<file path="src/flash_self_program_regs.svh">
// Constants for the flash self-programming controller.
// Assumes an 8 ns core clock and a 16-bit wide flash word.
`ifndef FLASH_SELF_PROGRAM_REGS_SVH
`define FLASH_SELF_PROGRAM_REGS_SVH

// ----------------------------------------
// Control register fields
// ----------------------------------------
`define SPC_ENABLE_BIT 0
`define SPC_ERASE_BIT 1
`define SPC_WRITE_BIT 2
`define SPC_LOCK_BIT 3
`define SPC_REENABLE_BIT 4
`define SPC_BUSY_BIT 6
`define SPC_IRQ_EN_BIT 7
`define SPC_RESET 8'h00

// ----------------------------------------
// Command patterns, bit 7 ignored
// ----------------------------------------
`define CMD_LOAD 7'h01
`define CMD_ERASE 7'h03
`define CMD_WRITE 7'h05
`define CMD_LOCK 7'h09
`define CMD_REENABLE 7'h11

// ----------------------------------------
// Timing
// ----------------------------------------
`define ARM_WINDOW_CYCLES 3'd4
`define CLK_PERIOD_NS 8
`define PROG_TIME_MIN_NS 3700000
`define PROG_TIME_MAX_NS 4500000
`define APP_RESET_ADDR 24'h000000
`define LOCK_RESET 6'h3F

`endif

</file>
<file path="src/flash_self_program_pkg.sv">
// Types shared by the flash self-programming controller.
// Assumes the constants header is included where numbers are needed.
package flash_self_program_pkg;
	typedef enum logic [4:0] {
		ST_IDLE = 5'h01,
		ST_ARMED = 5'h02,
		ST_PROG = 5'h04,
		ST_LOCK = 5'h08,
		ST_DONE = 5'h10
	} seq_state_t;

	typedef enum logic [2:0] {
		OP_NONE = 3'h0,
		OP_LOAD = 3'h1,
		OP_ERASE = 3'h2,
		OP_WRITE = 3'h3,
		OP_LOCK = 3'h4,
		OP_REENABLE = 3'h5
	} op_t;
endpackage : flash_self_program_pkg

</file>
<file path="src/flash_self_program_ctrl.sv">
// Self-programming sequencer for on-chip program flash.
// Assumes a CPU core on the same clock issuing control writes and the
// store-program strobe, and a flash macro taking page program requests.
//
// Operation
// - Boot fuse picks application or loader reset
// - No CPU path changes fuse values
// - Pointer built from low, high, extension bytes
// - Low bits select word, high bits page
// - Target address latched at operation start
// - Pointer bit 0 selects byte
// - Erase pattern plus store within four cycles
// - Halt CPU only for halting section target
// - Load pattern stores data word at word
// - Buffer cleared after write, reenable, reset
// - Each buffer word writable once per clear
// - EEPROM write during loading discards buffer
// - Write pattern programs buffer into page
// - Loads any order, before or after erase
// - Interrupt held while enable bit clear
// - Section busy blocks reads, sets busy bit
// - Busy stays until reenable command
// - Lock pattern programs zero data bits
// - Lock programming keeps flash readable, no halt
// - Armed bits clear without store in four
// - Erase, write, lock each last 3.7 to 4.5 ms
// - EEPROM write blocks flash commands
`timescale 1ns/100ps
`include "flash_self_program_regs.svh"
module flash_self_program_ctrl #(
	parameter int PAGE_WORDS_LOG2 = 7,
	parameter int ADDR_BITS = 17,
	parameter logic [23:0] LOADER_RESET_ADDR = 24'h01F000,
	parameter logic [23:0] HALT_SECTION_START = 24'h01E000,
	parameter int PROG_CYCLES =
		(`PROG_TIME_MIN_NS + `CLK_PERIOD_NS - 1) / `CLK_PERIOD_NS
) (
	input wire logic mclk,
	input wire logic srst,
	input wire logic boot_reset_fuse,
	input wire logic ctl_wr,
	input wire logic [7:0] ctl_wdata,
	input wire logic store_strobe,
	input wire logic [7:0] flash_addr_pointer_low,
	input wire logic [7:0] flash_addr_pointer_high,
	input wire logic [7:0] flash_addr_extension,
	input wire logic [7:0] data_word_low,
	input wire logic [7:0] data_word_high,
	input wire logic eeprom_busy,
	output logic [7:0] self_program_control,
	output logic [23:0] reset_vector,
	output logic cpu_halt,
	output logic concurrent_read_block,
	output logic spm_irq,
	output logic flash_erase,
	output logic flash_write,
	output logic [ADDR_BITS-PAGE_WORDS_LOG2-1:0] page_index_field,
	output logic [15:0] prog_data,
	output logic [PAGE_WORDS_LOG2-1:0] prog_word,
	output logic [5:0] lock_bits,
	output logic byte_select_bit
);
	import flash_self_program_pkg::*;

	localparam int PW = PAGE_WORDS_LOG2;
	localparam int PG = ADDR_BITS - PAGE_WORDS_LOG2;

	seq_state_t state_reg;
	op_t op_reg;
	logic [2:0] arm_cnt_reg;
	logic [31:0] timer_reg;
	logic [23:0] pointer;
	logic [PG-1:0] page_reg;
	logic [PW-1:0] wr_word_reg;
	logic [PW-1:0] scan_reg;
	logic [PW-1:0] rd_word_reg;
	logic fuse_meta_reg;
	logic fuse_sync_reg;
	logic busy_reg;
	logic irq_en_reg;
	logic loading_reg;
	logic halt_target;
	logic buf_clear;
	logic buf_wr;
	logic [15:0] buf_rd;
	logic store_go;
	op_t cmd_op;

	// ----------------------------------------
	// Address formation
	// ----------------------------------------
	assign pointer = {flash_addr_extension, flash_addr_pointer_high,
		flash_addr_pointer_low};
	// Word address drops the byte select bit
	assign halt_target = ({1'b0, pointer[23:1]} >= HALT_SECTION_START);

	always_comb begin
		case (ctl_wdata[6:0])
			`CMD_LOAD: cmd_op = OP_LOAD;
			`CMD_ERASE: cmd_op = OP_ERASE;
			`CMD_WRITE: cmd_op = OP_WRITE;
			`CMD_LOCK: cmd_op = OP_LOCK;
			`CMD_REENABLE: cmd_op = OP_REENABLE;
			default: cmd_op = OP_NONE;
		endcase
	end

	assign store_go = (state_reg == ST_ARMED) && store_strobe;

	// ----------------------------------------
	// Reset vector; fuse has no write path here
	// ----------------------------------------
	// Fuse level is unclocked, so it is synchronised first
	always_ff @(posedge mclk) begin
		fuse_meta_reg <= boot_reset_fuse;
		fuse_sync_reg <= fuse_meta_reg;
	end

	always_ff @(posedge mclk) begin
		if (srst) begin
			reset_vector <= `APP_RESET_ADDR;
		end else begin
			reset_vector <= fuse_sync_reg ? `APP_RESET_ADDR :
				LOADER_RESET_ADDR;
		end
	end

	// ----------------------------------------
	// Sequencer
	// ----------------------------------------
	always_ff @(posedge mclk) begin
		if (srst) begin
			state_reg <= ST_IDLE;
			op_reg <= OP_NONE;
			arm_cnt_reg <= 3'd0;
		end else begin
			case (state_reg)
				ST_IDLE: begin
					// EEPROM activity blocks arming entirely
					if (ctl_wr && ctl_wdata[`SPC_ENABLE_BIT] &&
						cmd_op != OP_NONE && !eeprom_busy) begin
						state_reg <= ST_ARMED;
						op_reg <= cmd_op;
						arm_cnt_reg <= 3'd0;
					end
				end
				ST_ARMED: begin
					if (store_strobe) begin
						case (op_reg)
							OP_ERASE, OP_WRITE: state_reg <= ST_PROG;
							OP_LOCK: state_reg <= ST_LOCK;
							default: state_reg <= ST_DONE;
						endcase
					end else if (arm_cnt_reg == `ARM_WINDOW_CYCLES - 3'd1) begin
						state_reg <= ST_IDLE;
						op_reg <= OP_NONE;
					end else begin
						arm_cnt_reg <= arm_cnt_reg + 3'd1;
					end
				end
				ST_PROG, ST_LOCK: begin
					if (timer_reg == 32'd0) begin
						state_reg <= ST_DONE;
					end
				end
				ST_DONE: begin
					state_reg <= ST_IDLE;
					op_reg <= OP_NONE;
				end
				default: state_reg <= ST_IDLE;
			endcase
		end
	end

	// ----------------------------------------
	// Latched target and program timer
	// ----------------------------------------
	always_ff @(posedge mclk) begin
		if (srst) begin
			page_reg <= '0;
			wr_word_reg <= '0;
			byte_select_bit <= 1'b0;
		end else if (store_go) begin
			page_reg <= pointer[ADDR_BITS:PW+1];
			wr_word_reg <= pointer[PW:1];
			byte_select_bit <= pointer[0];
		end
	end

	always_ff @(posedge mclk) begin
		if (srst) begin
			timer_reg <= 32'd0;
		end else if (store_go) begin
			timer_reg <= 32'(PROG_CYCLES - 1);
		end else if (timer_reg != 32'd0) begin
			timer_reg <= timer_reg - 32'd1;
		end
	end

	// ----------------------------------------
	// Page buffer control
	// ----------------------------------------
	assign buf_wr = store_go && op_reg == OP_LOAD;
	assign buf_clear = (state_reg == ST_DONE && op_reg == OP_WRITE) ||
		(store_go && op_reg == OP_REENABLE) ||
		(loading_reg && eeprom_busy);

	always_ff @(posedge mclk) begin
		if (srst) begin
			loading_reg <= 1'b0;
		end else if (buf_wr) begin
			loading_reg <= 1'b1;
		end else if (buf_clear) begin
			loading_reg <= 1'b0;
		end
	end

	page_buffer #(
		.WORDS_LOG2(PW)
	) u_buffer (
		.mclk(mclk),
		.srst(srst),
		.clear(buf_clear),
		.wr_en(buf_wr),
		.wr_word(pointer[PW:1]),
		.wr_data({data_word_high, data_word_low}),
		.rd_word(scan_reg),
		.rd_data(buf_rd)
	);

	// Buffer streamed to the flash macro one word per cycle
	always_ff @(posedge mclk) begin
		if (srst || store_go) begin
			scan_reg <= '0;
		end else if (state_reg == ST_PROG && op_reg == OP_WRITE) begin
			scan_reg <= scan_reg + 1'b1;
		end
	end

	always_ff @(posedge mclk) begin
		if (srst) begin
			prog_data <= 16'hFFFF;
			prog_word <= '0;
			rd_word_reg <= '0;
		end else begin
			// Index tracks the buffer's registered read
			rd_word_reg <= scan_reg;
			prog_data <= buf_rd;
			prog_word <= rd_word_reg;
		end
	end

	// ----------------------------------------
	// Flash strobes and section status
	// ----------------------------------------
	always_ff @(posedge mclk) begin
		if (srst) begin
			flash_erase <= 1'b0;
			flash_write <= 1'b0;
			page_index_field <= '0;
			lock_bits <= `LOCK_RESET;
		end else begin
			flash_erase <= state_reg == ST_PROG && op_reg == OP_ERASE;
			flash_write <= state_reg == ST_PROG && op_reg == OP_WRITE;
			page_index_field <= page_reg;
			if (store_go && op_reg == OP_LOCK) begin
				lock_bits <= lock_bits & data_word_low[5:0];
			end
		end
	end

	always_ff @(posedge mclk) begin
		if (srst) begin
			busy_reg <= 1'b0;
		end else if (store_go && (op_reg == OP_ERASE ||
			op_reg == OP_WRITE)) begin
			busy_reg <= 1'b1;
		end else if (store_go && op_reg == OP_REENABLE &&
			state_reg != ST_PROG) begin
			busy_reg <= 1'b0;
		end
	end

	always_ff @(posedge mclk) begin
		if (srst) begin
			cpu_halt <= 1'b0;
			concurrent_read_block <= 1'b0;
		end else begin
			// Lock programming never halts nor blocks
			cpu_halt <= (store_go && halt_target &&
				(op_reg == OP_ERASE || op_reg == OP_WRITE)) ||
				(cpu_halt && state_reg == ST_PROG);
			concurrent_read_block <= busy_reg || (store_go &&
				(op_reg == OP_ERASE || op_reg == OP_WRITE));
		end
	end

	// ----------------------------------------
	// Control register view and interrupt
	// ----------------------------------------
	always_ff @(posedge mclk) begin
		if (srst) begin
			irq_en_reg <= 1'b0;
		end else if (ctl_wr) begin
			irq_en_reg <= ctl_wdata[`SPC_IRQ_EN_BIT];
		end
	end

	always_ff @(posedge mclk) begin
		if (srst) begin
			self_program_control <= `SPC_RESET;
			spm_irq <= 1'b0;
		end else begin
			self_program_control <= `SPC_RESET;
			self_program_control[`SPC_IRQ_EN_BIT] <= irq_en_reg;
			self_program_control[`SPC_BUSY_BIT] <= busy_reg;
			if (state_reg != ST_IDLE && state_reg != ST_DONE) begin
				self_program_control[`SPC_ENABLE_BIT] <= 1'b1;
				self_program_control[`SPC_ERASE_BIT] <= op_reg == OP_ERASE;
				self_program_control[`SPC_WRITE_BIT] <= op_reg == OP_WRITE;
				self_program_control[`SPC_LOCK_BIT] <= op_reg == OP_LOCK;
				self_program_control[`SPC_REENABLE_BIT] <=
					op_reg == OP_REENABLE;
			end
			spm_irq <= irq_en_reg &&
				(state_reg == ST_IDLE || state_reg == ST_DONE);
		end
	end
endmodule : flash_self_program_ctrl

</file>
<file path="src/page_buffer.sv">
// Temporary page buffer with write-once tracking per word.
// Assumes the sequencer clears it and writes one word per cycle.
`timescale 1ns/100ps
module page_buffer #(
	parameter int WORDS_LOG2 = 7
) (
	input wire logic mclk,
	input wire logic srst,
	input wire logic clear,
	input wire logic wr_en,
	input wire logic [WORDS_LOG2-1:0] wr_word,
	input wire logic [15:0] wr_data,
	input wire logic [WORDS_LOG2-1:0] rd_word,
	output logic [15:0] rd_data
);
	logic [15:0] mem [0:(1<<WORDS_LOG2)-1];
	logic [(1<<WORDS_LOG2)-1:0] used_reg;

	// ----------------------------------------
	// Write-once flags
	// ----------------------------------------
	always_ff @(posedge mclk) begin
		if (srst) begin
			used_reg <= '0;
		end else begin
			if (clear) begin
				used_reg <= '0;
			end
			// A load in the clearing cycle survives
			if (wr_en) begin
				used_reg[wr_word] <= 1'b1;
			end
		end
	end

	// Erased words read as all ones, like erased flash
	always_ff @(posedge mclk) begin
		if (wr_en && (clear || !used_reg[wr_word])) begin
			mem[wr_word] <= wr_data;
		end
	end

	always_ff @(posedge mclk) begin
		if (srst) begin
			rd_data <= 16'hFFFF;
		end else if (used_reg[rd_word]) begin
			rd_data <= mem[rd_word];
		end else begin
			rd_data <= 16'hFFFF;
		end
	end
endmodule : page_buffer

</file>
<file path="config.mk">
export PLATFORM = sky130hd
export DESIGN_NAME = flash_self_program_ctrl
export DESIGN_NICKNAME = d
export VERILOG_FILES = /design/src/flash_self_program_pkg.sv /design/src/flash_self_program_ctrl.sv /design/src/page_buffer.sv
export VERILOG_INCLUDE_DIRS = /design/src
export SDC_FILE = /design/constraint.sdc
export NUM_CORES = 2
export LEC_CHECK = 0
export CAP_MARGIN = 30
export CORE_MARGIN = 5
export CORE_UTILIZATION = 50
export DETAILED_ROUTE_END_ITERATION = 8
export DONT_BUFFER_PORTS = 1
export SYNTH_ARGS = -nofsm -noshare
export SYNTH_HDL_FRONTEND = slang
export SYNTH_SLANG_ARGS = --single-unit
</file>
<file path="constraint.sdc">
create_clock -name mclk -period 11.9 [get_ports mclk]
set_input_delay 0 -clock mclk [delete_from_list [all_inputs] [get_ports mclk]]
set_output_delay 0 -clock mclk [all_outputs]
set_load 0.02 [all_outputs]
</file>
; After elaboration in Yosys (flattened, before gate mapping)
; Memory sizes are Yosys's and may differ from the RTL's. A register that Yosys moved wholly into a read port is not among the register bits.
; Index checks and enable logic that the tools add are counted.
[op_classes]
n_reduce_logical = 46
bitwise_logic = 4
eq_ne = 25
n_mux = 34
order_cmp = 4
addsub = 3
[ops]
columns = operator, count
row1 = 128-bit two-way mux, 3
row2 = 128-bit OR, 1
row3 = 19-bit two-way mux, 2
row4 = 32-bit logical NOT, 1
row5 = 32-bit nonzero test, 1
row6 = 32-bit by 1-bit subtractor with 32-bit output (second input constant), 1
row7 = 5-bit two-way mux, 5
row8 = 23-bit by 17-bit >= comparator with 1-bit output (second input constant), 1
row9 = 1-bit logical AND, 20
row10 = 3-bit two-way mux, 6
row11 = 17-bit two-way mux, 1
row12 = 7-bit by 8-bit < comparator with 1-bit output (second input constant), 2
row13 = 3-bit case mux with 5 select lines, 1
row14 = 5-bit case mux with 3 select lines, 1
row15 = 1-bit binary-select mux with 7-bit select, 2
row16 = 5-bit case mux with 2 select lines, 1
row17 = 2-bit OR reduction, 5
row18 = 3-bit by 2-bit equality test with 1-bit output (second input constant), 3
row19 = 1-bit two-way mux, 9
row20 = 3-bit case mux with 3 select lines, 1
row21 = 1-bit logical OR, 8
row22 = 2-bit inequality test (second input constant), 4
row23 = 4-bit AND reduction, 2
row24 = 2-bit nonzero test, 4
row25 = other kinds (27), 31
[totals]
wordCells = 145
in_bits = 54
ramBits = 2048
regBits = 277
memories = 1
[mem_list]
columns = memory, words, width, rd, rd_clocked_by_memory_dff, wr, line
row1 = u_buffer.mem, 128, 16, 1, 1, 1, page_buffer.sv:16  ; logic [15:0] mem [0:(1<<WORDS_LOG2)-1];

; Longest topological paths before layout
[logic_depth]
depth_word = 9
depth_mapped = 13

; Hierarchy
; A second synthesis with hierarchy kept.
[hier_totals]
hier_cells = 4831
area_unflattened_um2 = 92087.1
[by_module_without_submodules]
columns = module, instances, cells_each, area_per_inst_um2
row1 = page_buffer, 1, 4268, 86987.2
row2 = flash_self_program_ctrl, 1, 563, 5099.9

; Least setup slack after synthesis
; Ideal clock, no wire load.
[synth_path]
path_kind = reg-to-reg
startpoint = register state_reg[1]
endpoint = memory u_buffer.mem[101][0] (enable)
n_path_buf = 1
t_required_ns = 11.491
arrival_ns = 3.315
slack_ns = 8.176
path_stages_with_launch = 8
cell_sequence = dfxtp_1 > nor2b_1 > nand3_1 > or4b_2 > nor2_1 > nand3_1 > clkbuf_1 > nor3_1
[synth_between]
elab_chain_len = 9
elab_cells_between_ends = 12
[synth_lines]
columns = element, line
row1 = start: declaration, flash_self_program_ctrl.sv:68  ; seq_state_t state_reg;
row2 = start signal: assignment, flash_self_program_ctrl.sv:133  ; state_reg <= ST_IDLE;
row3 = start signal: assignment, flash_self_program_ctrl.sv:142  ; state_reg <= ST_ARMED;
row4 = start signal: assignment, flash_self_program_ctrl.sv:150  ; OP_ERASE, OP_WRITE: state_reg <= ST_PROG;
row5 = 5-bit by 2-bit equality test with 1-bit output, flash_self_program_ctrl.sv:108  ; assign store_go = (state_reg == ST_ARMED) && store_strobe;
row6 = 1-bit logical AND, flash_self_program_ctrl.sv:108
row7 = 1-bit logical AND, flash_self_program_ctrl.sv:205  ; (store_go && op_reg == OP_REENABLE) ||
row8 = 1-bit logical OR, flash_self_program_ctrl.sv:204  ; assign buf_clear = (state_reg == ST_DONE && op_reg == OP_WRITE) ||
row9 = 1-bit logical OR, flash_self_program_ctrl.sv:205
row10 = 1-bit logical OR, page_buffer.sv:38  ; if (wr_en && (clear || !used_reg[wr_word])) begin
row11 = 1-bit logical AND *, page_buffer.sv:38
row12 = 1-bit two-way mux *, page_buffer.sv:38
row13 = 1-bit two-way mux (not written as such) *, page_buffer.sv:39  ; mem[wr_word] <= wr_data;
row14 = end: declaration, page_buffer.sv:16
; Every way passes the cells marked *; elsewhere a longest branch is shown, timed or not.

; Worst setup path in the final report
[layout_path]
startpoint = register scan_reg[2]
endpoint = register u_buffer.rd_data[1] (read register of u_buffer.mem)
[layout_between]
elab_chain_len = 4
[layout_lines]
columns = element, line
row1 = start: declaration, flash_self_program_ctrl.sv:75  ; logic [PW-1:0] scan_reg;
row2 = start signal: assignment, flash_self_program_ctrl.sv:236  ; scan_reg <= scan_reg + 1'b1;
row3 = 1-bit binary-select mux with 7-bit select, page_buffer.sv:46  ; end else if (used_reg[rd_word]) begin
row4 = 1-bit two-way mux (not written as such), page_buffer.sv:46
row5 = 1-bit NOT (no line), -
row6 = 2-bit OR reduction (no line), -
row7 = end: declaration, page_buffer.sv:14  ; output logic [15:0] rd_data
; Parallel ways exist; a longest one is shown, timed or not. The select of a mux whose other input is x is not followed.
; A chain may end at the register's enable or synchronous reset.

==> results.md <==
Outcome:
- The run finished with clean final reports.

Clocking:
- The depth of the CTS H-tree is 4.
- In this run the clock root is driven by a sky130_fd_sc_hd__clkbuf_16.
- TritonCTS built the clock tree.
- After clock tree synthesis, the clock-pin slew on the worst setup and hold paths is 60 ps.
- For the worst-skew pair, the clock arrives at the later sink with an insertion delay of 880 ps.
- No sink is reached through more buffers than the 3 on the longest clock path.
- The number of buffers created by CTS is 231.
- For this design, the sink count on the clock tree is 2317.
- The number of setup buffers added after CTS is 0.

Timing:
- The final count of pins violating max slew is 0.
- At the pin with the least slew margin, the transition time is 1180 ps.
- The minimum period implied by the final worst setup slack is 5230 ps.
- Setup violations remaining at the end of the flow were counted as 0.
- Derived from the worst setup path, the maximum achievable clock frequency is 191 MHz.
- The worst hold slack is 73.9 ps.
- Adding up every negative setup slack in the final design gives 0 ps.
- On the final layout, the worst clock skew is 61.5 ps.
- The period utilization is 0.439.
- Measured against its own limit, the worst slew margin works out to 0.214.
- Setup repair after global routing left no endpoint under its margin.
- The number of hold violations in the final report is 0.

Place:
- The HPWL after detailed placement is 139000 um.
- At the end of routability-driven placement, the weighted congestion stood at 0.833.
- During placement, the flow inserted port buffers numbering 0.
- Counting tap cells, the placed design contains a total of 6982 instances.

Setup path:
- STA classifies the critical path startpoint as a flop.
- The data required time at the worst endpoint is 12590 ps.
- The kind of end point of the critical path is a flop.
- Data on the critical path arrives at its endpoint at 5920 ps.
- The top fanout value on the critical path is 28.
- The critical path is of the reg -> reg type.

Drt:
- The number of vias after detailed routing is 48163.
- In the final routed layout, each cell accounts on average for 33.2 um.
- Summed over all layers, the routed wires come to 250000 um.
- The remaining number of nets flagged by the antenna check after routing is 0.
- The remaining routing DRC violations is 0.
- The via count normalized by instance count is 6.40.
- For this block, the initial DRC count from the detailed router was 6245.
- The pre-antenna-repair detailed-routing pass consisted of 5 iterations.

Power:
- The design draws 0.0166 W.
- The worst-case vdd ir drop is 0.189 mV.
- The standby leakage power is 31.3 nW.
- The power per cell area is 162 nW/um^2.

Final layout:
- The number of cells in the finished layout apart from fillers is 7521.
- The layout has 13358 filler cells.
- The flip-flop count of the largest register after layout is 2048.
- The post-layout utilization of the core is 0.575.
- The share of post-route cells with drive strength above 1 is 0.248.
- The number of nets at the end of the flow is 5018.
- The area added between synthesis and finish is 14.1%.

GRT:
- The initial antenna violation count is 9.
- The via count of the first global-routing pass was 47369.
- For this run the aggregate overflow at the end of global routing stands at 0.
- The first global-routing pass estimated 356000 um of wire.
- The total routing resource utilization after global routing is 0.265.
- The maximum number of pins on one net before global-route repair is 220.

Yosys:
- The commonest cells after synthesis are 2048 x sky130_fd_sc_hd__edfxtp_1, 522 x sky130_fd_sc_hd__mux4_2, 269 x sky130_fd_sc_hd__dfxtp_1.
- The area fraction of the dominant cell type after synthesis is 0.682.
- For this run, the register share of the synthesized area comes to 0.742.
- After synthesis, the share of flip-flops with an asynchronous set or reset is 0.
- The mean area per synthesized cell is 19.1 sq um.
- In the post-synthesis netlist, the biggest area contributors are sky130_fd_sc_hd__edfxtp_1 68%, sky130_fd_sc_hd__mux4_2 13%, sky130_fd_sc_hd__dfxtp_1 6.0%, sky130_fd_sc_hd__mux2i_1 1.9%, sky130_fd_sc_hd__a22oi_1 1.9%.
- The Yosys step of the flow raised 0 warnings.
- The synthesized netlist contains 77 unique library cells.
- The flip-flop and latch count after synthesis is 2317.
- sky130_fd_sc_hd__edfxtp_1 takes more of the synthesized area than any other cell.
- Yosys mapped a number of flops with a built-in enable equal to 2048.
- The cell area that synthesis handed to floorplanning was 90200 sq um.
- The library cell with the highest instance count after synthesis is sky130_fd_sc_hd__edfxtp_1.
- In the synthesized netlist, the number of instances is 4722.
- The most instantiated flip-flop cell in the synthesis netlist is sky130_fd_sc_hd__edfxtp_1.

Run:
- The total of max-cap violations is 0.

Die:
- The number of I/O pins is 131.
- The initial utilization of the core area, before any placement, comes to 0.504.
- The floorplan step set the die width to 435 um.
- The floorplan has 155 rows.
- The total die area is 189000 sq um.
- The die is 435 um tall.
- The core region is 179000 sq um.

Hold path:
- The worst min-delay path category is in -> reg.
per-stage QoR:
step	cell area, sq um	setup WS [ps]
2_1_floorplan	90200	8180
3_3_place_gp	94000	6870
3_5_place_dp	94200	6810
4_1_cts	103000	6820
5_1_grt	103000	6730
6_report	103000	6670
area by class of cell:
| type | count | area, sq um | share of cell area |
|---|---|---|---|
| clock inverters | 143 | 1250 | 0.0122 |
| multi-input cells | 2081 | 22500 | 0.219 |
| flip-flops and latches | 2317 | 66900 | 0.651 |
| diodes | 6 | 15.0 | 0.000146 |
| well taps | 2355 | 2950 | 0.0287 |
| repair buffers | 316 | 3070 | 0.0299 |
| clock buffers | 290 | 6090 | 0.0593 |
| inverters | 13 | 51.3 | 0.000499 |
routing by layer:
layer / vias up / share of wire / track usage
met5: - / 0 / 0
met4: 0 / 0.033 / 0.0866
met3: 389 / 0.084 / 0.0479
met2: 2339 / 0.48 / 0.416
met1: 25515 / 0.41 / 0.381
li1: 19920 / - / -
worst paths after layout:
check,from,endpoint,slack (ps),cells past startpoint
setup / recovery,scan_reg[2],u_buffer.rd_data[1],6670,9
hold reg to reg,fuse_meta_reg,fuse_sync_reg,330,0
hold / removal,flash_addr_pointer_low[7],u_buffer.mem[47][3],70,4
setup reg to reg,scan_reg[2],u_buffer.rd_data[1],6670,9
power breakdown:
group | total, W | switching (W) | internal [W] | leakage [nW]
logic | 0.000618 | 0.000412 | 0.000205 | 7.12
registers | 0.00893 | 0.0000451 | 0.00888 | 20.6
clock network | 0.00708 | 0.00307 | 0.00401 | 3.61
placed cells by master (no fill, tap or decap), drive strengths merged, types with 19 or more instances in the layout:
cell         count
xnor2           22
clkbuf         291
clkinv         116
nor3           169
a22oi          223
nand3           53
buf            233
nand2          120
conb            20
dfxtp          269
a211oi          20
a21oi          100
nand2b          19
mux2i          170
edfxtp        2048
o221ai          25
or2             22
dlygate4sd3     82
a221oi          44
nor4            21
o22ai           22
o21ai           64
nor2           216
nor2b           46
mux4           522
critical path, stage by stage (launching register included):
cell and delay (ps):
sky130_fd_sc_hd__dfxtp_4 880, sky130_fd_sc_hd__buf_4 640, sky130_fd_sc_hd__nor2_4 270, sky130_fd_sc_hd__buf_4 360
sky130_fd_sc_hd__buf_4 340, sky130_fd_sc_hd__a22o_1 270, sky130_fd_sc_hd__a221oi_1 910, sky130_fd_sc_hd__o22ai_1 160
sky130_fd_sc_hd__o31ai_1 840, sky130_fd_sc_hd__o211ai_1 190
logic make-up after synthesis:
kind of cell,count (synthesis),synth area share
fa+ha+maj,5,0.000666
simple gates,733,0.0395
compound gates,584,0.0455
xor+xnor,35,0.00340
flops,2317,0.742
mux,704,0.151
other cells,1,0.0000416
buf+inv,343,0.0182
what timing repair did:
| action | in CTS | in global routing |
|---|---|---|
| gates resized for setup | 0 | 0 |
| hold endpoints to repair | 2490 | 0 |
| hold buffers | 99 | 0 |
No activity file was read; power rests on OpenSTA's default activity.
